File: src/rtl/pio_pkg.sv
package pio_pkg;
  // register addresses in the special function space
  localparam logic [7:0] PIO_ADDR_PORT0_DATA = 8'h80; // all pages
  localparam logic [7:0] PIO_ADDR_PORT1_DATA = 8'h90; // all pages
  localparam logic [7:0] PIO_ADDR_PORT4_DATA = 8'h98; // all pages, byte only
  localparam logic [7:0] PIO_ADDR_P0_SKIP    = 8'hd4; // page below
  localparam logic [7:0] PIO_ADDR_P0_INMODE  = 8'hf1; // page below
  localparam logic [7:0] PIO_ADDR_P1_INMODE  = 8'hf2; // page below
  localparam logic [7:0] PIO_ADDR_P0_OUTMODE = 8'ha4; // page below
  localparam logic [7:0] PIO_ADDR_P1_OUTMODE = 8'ha5; // page below
  localparam logic [7:0] PIO_ADDR_P4_OUTMODE = 8'hae; // page below
  localparam logic [7:0] PIO_CFG_PAGE        = 8'h0f; // configuration page
  // reset values
  localparam logic [7:0] PIO_RST_DATA        = 8'hff;
  localparam logic [7:0] PIO_RST_SKIP        = 8'h00;
  localparam logic [7:0] PIO_RST_INMODE      = 8'hff; // digital
  localparam logic [7:0] PIO_RST_OUTMODE     = 8'h00; // open drain
  // two-wire bus pin positions on port 0
  localparam int PIO_SDA_BIT = 0;
  localparam int PIO_SCL_BIT = 1;
  // access kinds from the core
  typedef enum logic [1:0] {
    PIO_ACC_BYTE,   // whole byte
    PIO_ACC_BIT     // single bit
  } pio_acc_t;
endpackage : pio_pkg

File: src/rtl/pio_pin_cell.sv
// one port pin: output driver and input conditioning
module pio_pin_cell (
  input  wire logic latch,      // output latch value
  input  wire logic push_pull,  // 1: push-pull, 0: open drain
  input  wire logic force_od,   // two-wire bus pin override
  input  wire logic digital,    // 1: digital input, 0: analog
  input  wire logic pin_in,     // pin level
  output wire logic drv_out,    // level driven on pin
  output wire logic drv_oe,     // high while driving
  output wire logic level       // digital read value
);
  wire eff_pp = push_pull & ~force_od;
  // open drain only pulls low; high is released to the pullup
  assign drv_out = latch;
  assign drv_oe  = eff_pp | ~latch;
  // analog cells read as zero so the buffer can be powered down
  assign level   = digital & pin_in;
endmodule : pio_pin_cell

File: src/rtl/pio_port_io.sv
// What this block does
// - write stores byte in output latch
// - plain read returns live levels of digital pins, zero for analog pins
// - read-modify-write reads latch, not pins
// - byte and bit access on ports 0 and 1, port 4 and config registers byte-only
// - skip bit one makes crossbar pass pin
// - per-pin analog/digital input selection on ports 0 and 1
// - per-pin open-drain/push-pull output selection
// - two-wire bus pins forced open drain while smbus_en is set
// - port 0 data at 0x80, resets ones
// - port 1 data at 0x90, resets ones
// - port 0 skip at 0xd4 page 0x0f
// - write zero drives low, read reports level
module pio_port_io
  import pio_pkg::*;
(
  input  wire logic        mclk,          // system clock
  input  wire logic        rstn,          // sync reset, active low
  input  wire logic [7:0]  sfr_addr,      // register address
  input  wire logic [7:0]  sfr_page,      // current register page
  input  wire logic        sfr_wr,        // write strobe
  input  wire logic        sfr_rd,        // read strobe
  input  wire logic        sfr_bit,       // bit access
  input  wire logic [2:0]  sfr_bitsel,    // bit number
  input  wire logic        sfr_rmw,       // read-modify-write read
  input  wire logic [7:0]  sfr_wdata,     // write byte, bit in [0]
  output logic      [7:0]  sfr_rdata,     // read byte
  input  wire logic [7:0]  p0_pin_in,     // port 0 pin levels
  input  wire logic [7:0]  p1_pin_in,     // port 1 pin levels
  input  wire logic [7:0]  p4_pin_in,     // port 4 pin levels
  input  wire logic        smbus_en,      // two-wire bus routed to pins
  output logic      [7:0]  p0_pin_out,    // port 0 drive level
  output logic      [7:0]  p0_pin_oe,     // port 0 drive enable
  output logic      [7:0]  p1_pin_out,    // port 1 drive level
  output logic      [7:0]  p1_pin_oe,     // port 1 drive enable
  output logic      [7:0]  p4_pin_out,    // port 4 drive level
  output logic      [7:0]  p4_pin_oe,     // port 4 drive enable
  output logic      [7:0]  p0_skip        // to crossbar decoder
);
  // storage
  logic [7:0] port0_data_r, port1_data_r, port4_data_r;   // output latches
  logic [7:0] p0_skip_r;                                  // crossbar skip
  logic [7:0] p0_inmode_r, p1_inmode_r;                   // 1: digital
  logic [7:0] p0_outmode_r, p1_outmode_r, p4_outmode_r;   // 1: push-pull
  logic [7:0] rdata_r;                                    // read holding

  // decode; data ports seen on every page, config only on its page
  wire cfg_pg  = (sfr_page == PIO_CFG_PAGE);
  wire hit_p0  = (sfr_addr == PIO_ADDR_PORT0_DATA);
  wire hit_p1  = (sfr_addr == PIO_ADDR_PORT1_DATA);
  wire hit_p4  = (sfr_addr == PIO_ADDR_PORT4_DATA) & ~sfr_bit;
  wire hit_sk  = cfg_pg & (sfr_addr == PIO_ADDR_P0_SKIP) & ~sfr_bit;
  wire hit_i0  = cfg_pg & (sfr_addr == PIO_ADDR_P0_INMODE) & ~sfr_bit;
  wire hit_i1  = cfg_pg & (sfr_addr == PIO_ADDR_P1_INMODE) & ~sfr_bit;
  wire hit_o0  = cfg_pg & (sfr_addr == PIO_ADDR_P0_OUTMODE) & ~sfr_bit;
  wire hit_o1  = cfg_pg & (sfr_addr == PIO_ADDR_P1_OUTMODE) & ~sfr_bit;
  wire hit_o4  = cfg_pg & (sfr_addr == PIO_ADDR_P4_OUTMODE) & ~sfr_bit;

  // bit-write mask: only the addressed bit changes
  wire [7:0] bmask = 8'h01 << sfr_bitsel;
  wire [7:0] bval  = {8{sfr_wdata[0]}};
  function automatic logic [7:0] merge(input logic [7:0] old,
                                       input logic [7:0] m,
                                       input logic [7:0] v,
                                       input logic       b);
    merge = b ? ((old & ~m) | (v & m)) : v;
  endfunction : merge

  // next latch values; a bit write keeps the other seven latch bits
  wire [7:0] p0_wv  = sfr_bit ? merge(port0_data_r, bmask, bval, 1'b1)
                              : sfr_wdata;
  wire [7:0] p1_wv  = sfr_bit ? merge(port1_data_r, bmask, bval, 1'b1)
                              : sfr_wdata;

  // two-wire bus override on the bus pins
  wire [7:0] p0_force = smbus_en ?
    ((8'h01 << PIO_SDA_BIT) | (8'h01 << PIO_SCL_BIT)) : 8'h00;

  // pin cells
  wire [7:0] p0_lvl, p1_lvl, p4_lvl;
  wire [7:0] p0_do, p0_de, p1_do, p1_de, p4_do, p4_de;
  genvar g;
  generate
    for (g = 0; g < 8; g++) begin : g_pin
      pio_pin_cell u_p0 (
        .latch     (port0_data_r[g]),
        .push_pull (p0_outmode_r[g]),
        .force_od  (p0_force[g]),
        .digital   (p0_inmode_r[g]),
        .pin_in    (p0_pin_in[g]),
        .drv_out   (p0_do[g]),
        .drv_oe    (p0_de[g]),
        .level     (p0_lvl[g])
      );
      pio_pin_cell u_p1 (
        .latch     (port1_data_r[g]),
        .push_pull (p1_outmode_r[g]),
        .force_od  (1'b0),
        .digital   (p1_inmode_r[g]),
        .pin_in    (p1_pin_in[g]),
        .drv_out   (p1_do[g]),
        .drv_oe    (p1_de[g]),
        .level     (p1_lvl[g])
      );
      // port 4 is digital only, so its input select is fixed
      pio_pin_cell u_p4 (
        .latch     (port4_data_r[g]),
        .push_pull (p4_outmode_r[g]),
        .force_od  (1'b0),
        .digital   (1'b1),
        .pin_in    (p4_pin_in[g]),
        .drv_out   (p4_do[g]),
        .drv_oe    (p4_de[g]),
        .level     (p4_lvl[g])
      );
    end
  endgenerate

  // read mux: latch for read-modify-write, pins otherwise
  wire [7:0] p0_rd = sfr_rmw ? port0_data_r : p0_lvl;
  wire [7:0] p1_rd = sfr_rmw ? port1_data_r : p1_lvl;
  wire [7:0] p4_rd = sfr_rmw ? port4_data_r : p4_lvl;
  wire [7:0] rd_byte =
    hit_p0 ? p0_rd : hit_p1 ? p1_rd : hit_p4 ? p4_rd :
    hit_sk ? p0_skip_r : hit_i0 ? p0_inmode_r : hit_i1 ? p1_inmode_r :
    hit_o0 ? p0_outmode_r : hit_o1 ? p1_outmode_r :
    hit_o4 ? p4_outmode_r : 8'h00;
  // a bit read returns the addressed bit in position 0
  wire [7:0] rd_val = sfr_bit ? {7'h00, rd_byte[sfr_bitsel]} : rd_byte;

  // port data latches, reset high
  always_ff @(posedge mclk) begin
    if (!rstn) begin
      port0_data_r <= PIO_RST_DATA;
      port1_data_r <= PIO_RST_DATA;
      port4_data_r <= PIO_RST_DATA;
    end else if (sfr_wr) begin
      if (hit_p0) port0_data_r <= p0_wv;
      if (hit_p1) port1_data_r <= p1_wv;
      if (hit_p4) port4_data_r <= sfr_wdata;
    end
  end

  // configuration registers
  always_ff @(posedge mclk) begin
    if (!rstn) begin
      p0_skip_r    <= PIO_RST_SKIP;
      p0_inmode_r  <= PIO_RST_INMODE;
      p1_inmode_r  <= PIO_RST_INMODE;
      p0_outmode_r <= PIO_RST_OUTMODE;
      p1_outmode_r <= PIO_RST_OUTMODE;
      p4_outmode_r <= PIO_RST_OUTMODE;
    end else if (sfr_wr) begin
      if (hit_sk) p0_skip_r    <= sfr_wdata;
      if (hit_i0) p0_inmode_r  <= sfr_wdata;
      if (hit_i1) p1_inmode_r  <= sfr_wdata;
      if (hit_o0) p0_outmode_r <= sfr_wdata;
      if (hit_o1) p1_outmode_r <= sfr_wdata;
      if (hit_o4) p4_outmode_r <= sfr_wdata;
    end
  end

  // registered read data and pin drive; one cycle latency
  always_ff @(posedge mclk) begin
    if (!rstn) begin
      rdata_r    <= 8'h00;
      p0_pin_out <= 8'hff;
      p0_pin_oe  <= 8'h00;
      p1_pin_out <= 8'hff;
      p1_pin_oe  <= 8'h00;
      p4_pin_out <= 8'hff;
      p4_pin_oe  <= 8'h00;
      p0_skip    <= PIO_RST_SKIP;
    end else begin
      if (sfr_rd) rdata_r <= rd_val;
      p0_pin_out <= p0_do;
      p0_pin_oe  <= p0_de;
      p1_pin_out <= p1_do;
      p1_pin_oe  <= p1_de;
      p4_pin_out <= p4_do;
      p4_pin_oe  <= p4_de;
      p0_skip    <= p0_skip_r;
    end
  end
  assign sfr_rdata = rdata_r;
endmodule : pio_port_io

File: config.mk
export PLATFORM = sky130hd
export DESIGN_NAME = pio_port_io
export DESIGN_NICKNAME = d
export VERILOG_FILES = /design/src/rtl/pio_pkg.sv /design/src/rtl/pio_pin_cell.sv /design/src/rtl/pio_port_io.sv
export SDC_FILE = /design/constraint.sdc
export NUM_CORES = 1
export LEC_CHECK = 0
export BUFFER_PORTS_ARGS = -buffer_cell sky130_fd_sc_hd__buf_2
export CORE_ASPECT_RATIO = 1.4
export CORE_MARGIN = 10
export CORE_UTILIZATION = 40
export DETAILED_ROUTE_END_ITERATION = 10
export PLACE_DENSITY = 0.7
export SYNTH_ARGS = -nofsm -noshare
export SYNTH_HDL_FRONTEND = slang
export SYNTH_SLANG_ARGS = --single-unit
File: constraint.sdc
create_clock -name mclk -period 2.8 [get_ports mclk]
set_input_delay 0.7 -clock mclk [delete_from_list [all_inputs] [get_ports mclk]]
set_output_delay 0.7 -clock mclk [all_outputs]
set_load 0.01 [all_outputs]
==> flow_summary.toml, run 1 <==
[floorplan]
io_pins = 122
die_w_um = 125
die_area_um2 = 20700
die_h_um = 166
core.rowCount = 53
start_util_pct = 40.7
core_area_um2 = 15100

[timing]
finalWorstSetupSlack_ps = 272
whs_ps = 484
hold_viol = 0
drv_slew = 0
finClkSkew_ps = 6.98
finalSetupViolCount = 0
worst_slew_pin_slew_ps = 432
slew_headroom_pct = 71.1
post-route-period-util_pct = 90.3
rsz0062_at_grt = "no"
period_minus_slack_ps = 2530
fmax_mhz = 396

[logic_synthesis]
yosys-top-cells-area = "dfxtp_1 44%, nand2_1 5.1%, a21boi_0 4.8%"
syn_area_um2 = 6120
synth_ff_type = "dfxtp_1"
yosysTopAreaCell = "dfxtp_1"
synth-seq-cells = 136
syn_area_per_cell_um2 = 8.71
yosys-top-cells-count = "136 x dfxtp_1, 84 x nand2_1, 49 x clkbuf_1"
ys_seq_area_share_pct = 44.5
synth.distinct_cells = 62
synth_edf_count = 0
syn_nets = 761
synth.most_common_cell = "dfxtp_1"
ys_warn_count = 0
syn_inst = 703
async_flop_share_pct = 0
synth_top_area_share_pct = 44.5

[power_and_ir_drop]
leakagePower_nw = 3.33
p_sw_mw = 1.03
internal_power_mw = 3.52
max-vdd-ir-drop_v = 0.000381
pwr-share-clk_pct = 50.9
seqPwrFrac_pct = 42.7
power_mw = 4.55
powerDensity_nw_per_um2 = 582
comb_power_share_pct = 6.4
swShare_pct = 22.6

[cts]
clock-sinks = 136
cts.path.max_buffers = 2
cts_max_level = 4
cts_made_buffers = 17
hold_buffers = 0
root_buffer = "clkbuf_16"
clkTransAtPathRegs_ps = 60
insertion_delay_ps = 410
tritoncts = "done"
cts_setup_buffers = 0
cts_resized = 0

[worst_setup_path]
crit_family = "simple AND/OR/NAND/NOR gates"
crit_arrival_ps = 2830
cp.required_ps = 3100
start_kind = "primary input"
worstPathMaxFanout = 3
critPathKind = "primary input to flip-flop"
cp_cell_sequence = "buf_2 > or4b_1 > or3_1 > or4_1 > o211a_1 > o21ai_2 > nand3_2 > o31ai_2 > a21oi_1"
path_buf_inv = 1
cpMaxStageDelayCell = "or4b_1"
critPathMaxStageDelay_ps = 570
critPathCaptureType = "flip-flop"

[cells_and_area]
syn2layout_area_growth_pct = 27.6
drive_above_1_share_pct = 26.9
n_antenna_cell = 0
fin_nets = 902
utilization_pct = 51.9
final_cells = 1048

[placed_design]
dp.cells = 1017
gp_congestion = 0.937
post-place-ws_ps = -135
port-buffer-count = 121
dpl.hpwl_um = 16000

[grt]
grt_max_degree = 75
grt_overflow_total = 0
antenna_found_initial = 0
grt_pass1_wl_um = 32700
grt_usage_pct = 19.9
grt_pass1_vias = 5736

[job]
cap_violations = 0

[outcome]
status = "finished clean"

[drt]
routed_via_density = 5.47
dr_total_vias = 5734
drc = 0
ant_nets = 0
first_pass_iters = 5
first_iter_violations = 450
post_drt_wl_per_cell_um = 20.0
finalWirelength_um = 21000

[min_path]
min_path_type = "flip-flop to flip-flop"
## logic make-up after synthesis
group | synth area share (%)
simple gates | 24.4
compound gates | 19.0
flops | 44.5
buf+inv | 5.25
mux | 6.95
## worst paths after layout
kind | to | startpoint | slack [ps] | cells past startpoint
min | p4_pin_oe[3] | p4_outmode_r[3] | 480 | 2
min reg2reg | p4_pin_oe[3] | p4_outmode_r[3] | 480 | 2
max | sfr_rdata[0] | sfr_bit | 270 | 9
max reg2reg | sfr_rdata[0] | p0_inmode_r[3] | 830 | 8
## layout by cell type (no fill, tap or decap), drive strengths merged, types with 4 or more instances in the layout
| cell type | synthesis | final |
|---|---|---|
| mux2 | 8 | 8 |
| nor3 | 5 | 5 |
| nand4 | 5 | 5 |
| o22ai | 5 | 5 |
| a21boi | 39 | 39 |
| o31ai | 6 | 6 |
| a22oi | 8 | 8 |
| o21ai | 32 | 32 |
| and3 | 7 | 7 |
| nand3 | 36 | 36 |
| buf | 4 | 175 |
| clkinvlp | 0 | 4 |
| nand2b | 27 | 27 |
| nand2 | 84 | 84 |
| clkbuf | 49 | 21 |
| nor2 | 23 | 23 |
| nand4b | 4 | 4 |
| and2 | 16 | 16 |
| dfxtp | 136 | 136 |
| a31oi | 10 | 10 |
| inv | 32 | 34 |
| o211ai | 26 | 26 |
| nor2b | 40 | 40 |
| a21oi | 16 | 16 |
| mux2i | 29 | 29 |
| or3 | 4 | 4 |
## through the flow
stage                     instance area [µm²]  TNS (ps)
final                                    7820         0
after global routing                     7820         0
after CTS                                7820         0
after detailed placement                 7200      -155
after floorplan                          6120         0
after global placement                   7200      -135
## power groups by stage
stage | logic (mW) | registers (mW) | clock network, mW
floorplan | 0.153 | 1.98 | 0
global placement | 0.284 | 1.98 | 0
detailed placement | 0.283 | 1.98 | 0
CTS | 0.285 | 1.94 | 2.35
global route | 0.313 | 1.94 | 2.44
finish | 0.291 | 1.94 | 2.32
## worst register-to-register path: stages, from the launching register on
cell     delay (ps)
dfxtp_1         340
and2_1          140
mux4_2          480
o22ai_1         190
a31oi_1          90
a22oi_1         210
o31ai_1         110
o31ai_2         250
a21oi_1          60
## cell type report
| class | instances | area [µm²] |
|---|---|---|
| clock buffer | 21 | 470 |
| clock inverter | 10 | 143 |
| fill | 1413 | 7240 |
| inverter | 32 | 120 |
| multi-input combinational | 482 | 3080 |
| sequential | 136 | 2720 |
| tap | 192 | 240 |
| timing repair buffer | 175 | 1040 |
## routing by layer
metal | up-vias | GRT usage, % | routed length [µm] | share of wire (%)
li1 | 2755 | - | - | -
met1 | 2703 | 23.0 | 8410 | 40
met2 | 227 | 34.0 | 10500 | 50
met3 | 49 | 4.16 | 1300 | 6.2
met4 | 0 | 9.70 | 781 | 3.7
met5 | - | 0 | 0 | 0
Note: power is estimated with default switching activity, not from simulation.
==> run 2, diff against run 1 <==
Settings changed: CORE_ASPECT_RATIO 1.4 to 0.8.
==> flow_summary.toml, run 2 (synthesis results as in run 1) <==
[timing]
drv_slew = 0
finalSetupViolCount = 0
whs_ps = 479
hold_viol = 0
period_minus_slack_ps = 2510
rsz0062_at_grt = "no"
post-route-period-util_pct = 89.8
fmax_mhz = 398
slew_headroom_pct = 65.6
worst_slew_pin_slew_ps = 516
finClkSkew_ps = 7.17

[cts]
clkTransAtPathRegs_ps = 60
insertion_delay_ps = 420
root_buffer = "clkbuf_16"
tritoncts = "done"
cts_made_buffers = 17
hold_buffers = 0
cts_resized = 0
clock-sinks = 136
cts.path.max_buffers = 2
cts_setup_buffers = 0
cts_max_level = 4

[job]
cap_violations = 0

[drt]
finalWirelength_um = 20700
ant_nets = 0
post_drt_wl_per_cell_um = 19.9
routed_via_density = 5.53
first_iter_violations = 607
dr_total_vias = 5758
first_pass_iters = 5
drc = 0

[min_path]
min_path_type = "flip-flop to flip-flop"

[power_and_ir_drop]
powerDensity_nw_per_um2 = 572
leakagePower_nw = 3.29
max-vdd-ir-drop_v = 0.000459

[placed_design]
dpl.hpwl_um = 15600
placed_area_um2 = 7150
port-buffer-count = 121
gp_congestion = 1.01

[worst_setup_path]
crit_arrival_ps = 2830
start_kind = "primary input"
cp.required_ps = 3110
worstPathMaxFanout = 3
critPathKind = "primary input to flip-flop"
critPathCaptureType = "flip-flop"
r2r_slack_ps = 750

[floorplan]
die_area_um2 = 20700
die_w_um = 158
die_h_um = 131
core_area_um2 = 15000
core.rowCount = 40
start_util_pct = 40.8
io_pins = 122

[cells_and_area]
syn2layout_area_growth_pct = 26.1
stdcell_area_um2 = 7730
layout_common_cells = "136 x dfxtp_1, 120 x buf_2, 84 x nand2_1"
final_common_cell = "dfxtp_1"
fin_nets = 897
drive_above_1_share_pct = 26.5
utilization_pct = 51.5
n_antenna_cell = 0

[grt]
grt_usage_pct = 20.3
antenna_found_initial = 0
grt_overflow_total = 0
grt_pass1_vias = 5569
grt_pass1_wl_um = 32100
grt_max_degree = 62

[outcome]
status = "finished clean"
run 2: metal layers:
metal  vias to the layer above  track usage, %  part of all wire (%)
li1                       2743               -                     -
met1                      2700            28.0                    46
met2                       285            30.4                    42
met3                        30            5.98                    11
met4                         0            5.33                   1.6
met5                         -               0                     0
run 2: cell type report:
class	count	area (µm²)
Clock buffer	19	443
Clock inverter	13	135
Fill cell	1425	7290
Inverter	32	120
Multi-Input combinational cell	482	3080
Sequential cell	136	2720
Tap cell	189	236
Timing Repair Buffer	170	988
run 2: power breakdown:
group          internal (mW)  switching, mW  total [mW]
sequential              1.94        0.00150        1.94
combinational          0.111          0.175       0.285
clock                   1.27          0.926        2.20
total                   3.32           1.10        4.42
run 2: through the flow:
| stage | TNS [ps] | cells | power (mW) | worst slack (ps) |
|---|---|---|---|---|
| finish | 0 | 1041 | 4.42 | 286 |
| global route | 0 | 1041 | 4.56 | 214 |
| CTS | 0 | 1041 | 4.44 | 289 |
| detailed placement | -148 | 1009 | 2.26 | -148 |
| global placement | -108 | 1009 | 2.26 | -108 |
| floorplan | 0 | 703 | 2.13 | 20.7 |
run 2: worst paths after layout:
path                                      start      endpoint  cells past startpoint
worst max-delay path                    sfr_bit  sfr_rdata[0]                      9
worst min-delay path            p1_outmode_r[3]  p1_pin_oe[3]                      2
worst max register to register   p1_inmode_r[3]  sfr_rdata[0]                      8
worst min register to register  p1_outmode_r[3]  p1_pin_oe[3]                      2
run 2: worst max-delay path: stages:
cell	delay (ps)
buf_2	100
or4b_1	580
or3_1	390
or4_1	430
o211a_1	150
o21ai_2	90
nand3_2	100
o31ai_2	220
a21oi_1	60
==> run 3, diff against run 2 <==
Settings changed: BUFFER_PORTS_ARGS -buffer_cell sky130_fd_sc_hd__buf_2 to -buffer_cell sky130_fd_sc_hd__buf_4, CTS_CLUSTER_DIAMETER set to 30.
==> flow_summary.toml, run 3 (synthesis results as in run 1) <==
[placed_design]
gp_congestion = 1.00
dpl.hpwl_um = 16000
port-buffer-count = 121

[worst_setup_path]
worstPathMaxFanout = 3
path_depth = 9
critPathMaxStageDelay_ps = 580
r2r_slack_ps = 780
r2r-end = "sfr_rdata[0]"
critPathKind = "primary input to flip-flop"
rr_startpoint = "p1_inmode_r[3]"
crit_start = "sfr_bit"
path_buf_inv = 1
crit_family = "simple AND/OR/NAND/NOR gates"
cpMaxStageDelayCell = "or4b_1"
crit_top_cell = "a21oi_1"
worst-r2r-cell-count = 8
cp_cell_sequence = "buf_4 > or4b_1 > or3_1 > or4_1 > o211a_1 > o21ai_2 > a41oi_1 > a21oi_1 > a21oi_1"
start_kind = "primary input"
cp.required_ps = 3100
crit_arrival_ps = 2840
critPathCaptureType = "flip-flop"

[cts]
cts_max_level = 4
cts.path.max_buffers = 2
tritoncts = "done"
cts_setup_buffers = 0
clkTransAtPathRegs_ps = 60
hold_buffers = 0
insertion_delay_ps = 420
cts_resized = 0
cts_made_buffers = 17
root_buffer = "clkbuf_16"
clock-sinks = 136

[power_and_ir_drop]
swShare_pct = 24.5
powerDensity_nw_per_um2 = 566
comb_power_share_pct = 6.8
internal_power_mw = 3.43
power_mw = 4.55
seqPwrFrac_pct = 42.6
pwr-share-clk_pct = 50.6
p_sw_mw = 1.12
leakagePower_nw = 3.39
max-vdd-ir-drop_v = 0.000425

[timing]
post-route-period-util_pct = 90.6
worst_slew_pin_slew_ps = 492
finalSetupViolCount = 0
hold_viol = 0
fin_tns_setup_ps = 0
period_minus_slack_ps = 2540
fmax_mhz = 394
rsz0062_at_grt = "no"
slew_headroom_pct = 67.2
finClkSkew_ps = 7.56
drv_slew = 0

[outcome]
status = "finished clean"

[drt]
post_drt_wl_per_cell_um = 20.5
first_iter_violations = 514
first_pass_iters = 6
ant_nets = 0
routed_via_density = 5.48
drc = 0
dr_total_vias = 5702
finalWirelength_um = 21300

[floorplan]
io_pins = 122
core_area_um2 = 15000
die_w_um = 158
die_area_um2 = 20700
core.rowCount = 40
die_h_um = 131
start_util_pct = 40.8

[job]
cap_violations = 0

[min_path]
min_from = "p1_outmode_r[2]"
hold_path_depth = 2
min_path_type = "flip-flop to flip-flop"
holdPathEnd = "p1_pin_oe[2]"

[grt]
grt_usage_pct = 20.6
grt_pass1_vias = 5496
antenna_found_initial = 0
grt_overflow_total = 0
grt_max_degree = 49
grt_pass1_wl_um = 32400

[cells_and_area]
fillers = 1408
fin_nets = 896
layout_common_cells = "168 x buf_4, 136 x dfxtp_1, 84 x nand2_1"
syn2layout_area_growth_pct = 31.3
drive_above_1_share_pct = 26.6
n_antenna_cell = 0
final_common_cell = "buf_4"
## run 3: worst max path at each step
stage | end
finish | sfr_rdata[0]
global route | sfr_rdata[0]
CTS | sfr_rdata[0]
detailed placement | sfr_rdata[0]
global placement | sfr_rdata[0]
floorplan | sfr_rdata[0]
## run 3: per-layer routing
metal  vias up  track usage, %  wire (µm)
met5         -               0          0
met4         0            7.78        589
met3        40            5.65       1720
met2       227            30.2       8860
met1      2682            28.3      10100
li1       2753               -          -
## run 3: final cells by class
cell class              count  area, µm²  share of cell area [%]
flip-flops and latches    136       2720                    33.9
inverters                  32        120                    1.49
repair buffers            169       1280                    15.9
clock inverters            14        161                    2.01
clock buffers              18        439                    5.46
well taps                 189        236                    2.94
multi-input cells         482       3080                    38.3
## run 3: power groups by stage
stage	clock (mW)	sequential, mW	combinational [mW]
after floorplan	0	1.98	0.153
final	2.30	1.94	0.307
after CTS	2.32	1.94	0.301
after global placement	0	1.98	0.300
after detailed placement	0	1.98	0.300
after global routing	2.41	1.94	0.328
## run 3: metrics by stage
step	utilization, %	cell area [µm²]	hold slack [ps]	cells	setup WS (ps)
after global placement	49.6	7440	472	1008	-102
after global routing	53.6	8040	513	1040	137
after detailed placement	49.6	7440	477	1008	-135
after CTS	53.6	8040	485	1040	290
after floorplan	-	6120	434	703	20.7
final	53.6	8040	483	1040	262
## run 3: worst min-delay path, stage by stage (launching register included)
cell and delay (ps):
dfxtp_1 320, inv_1 50, a21boi_0 60
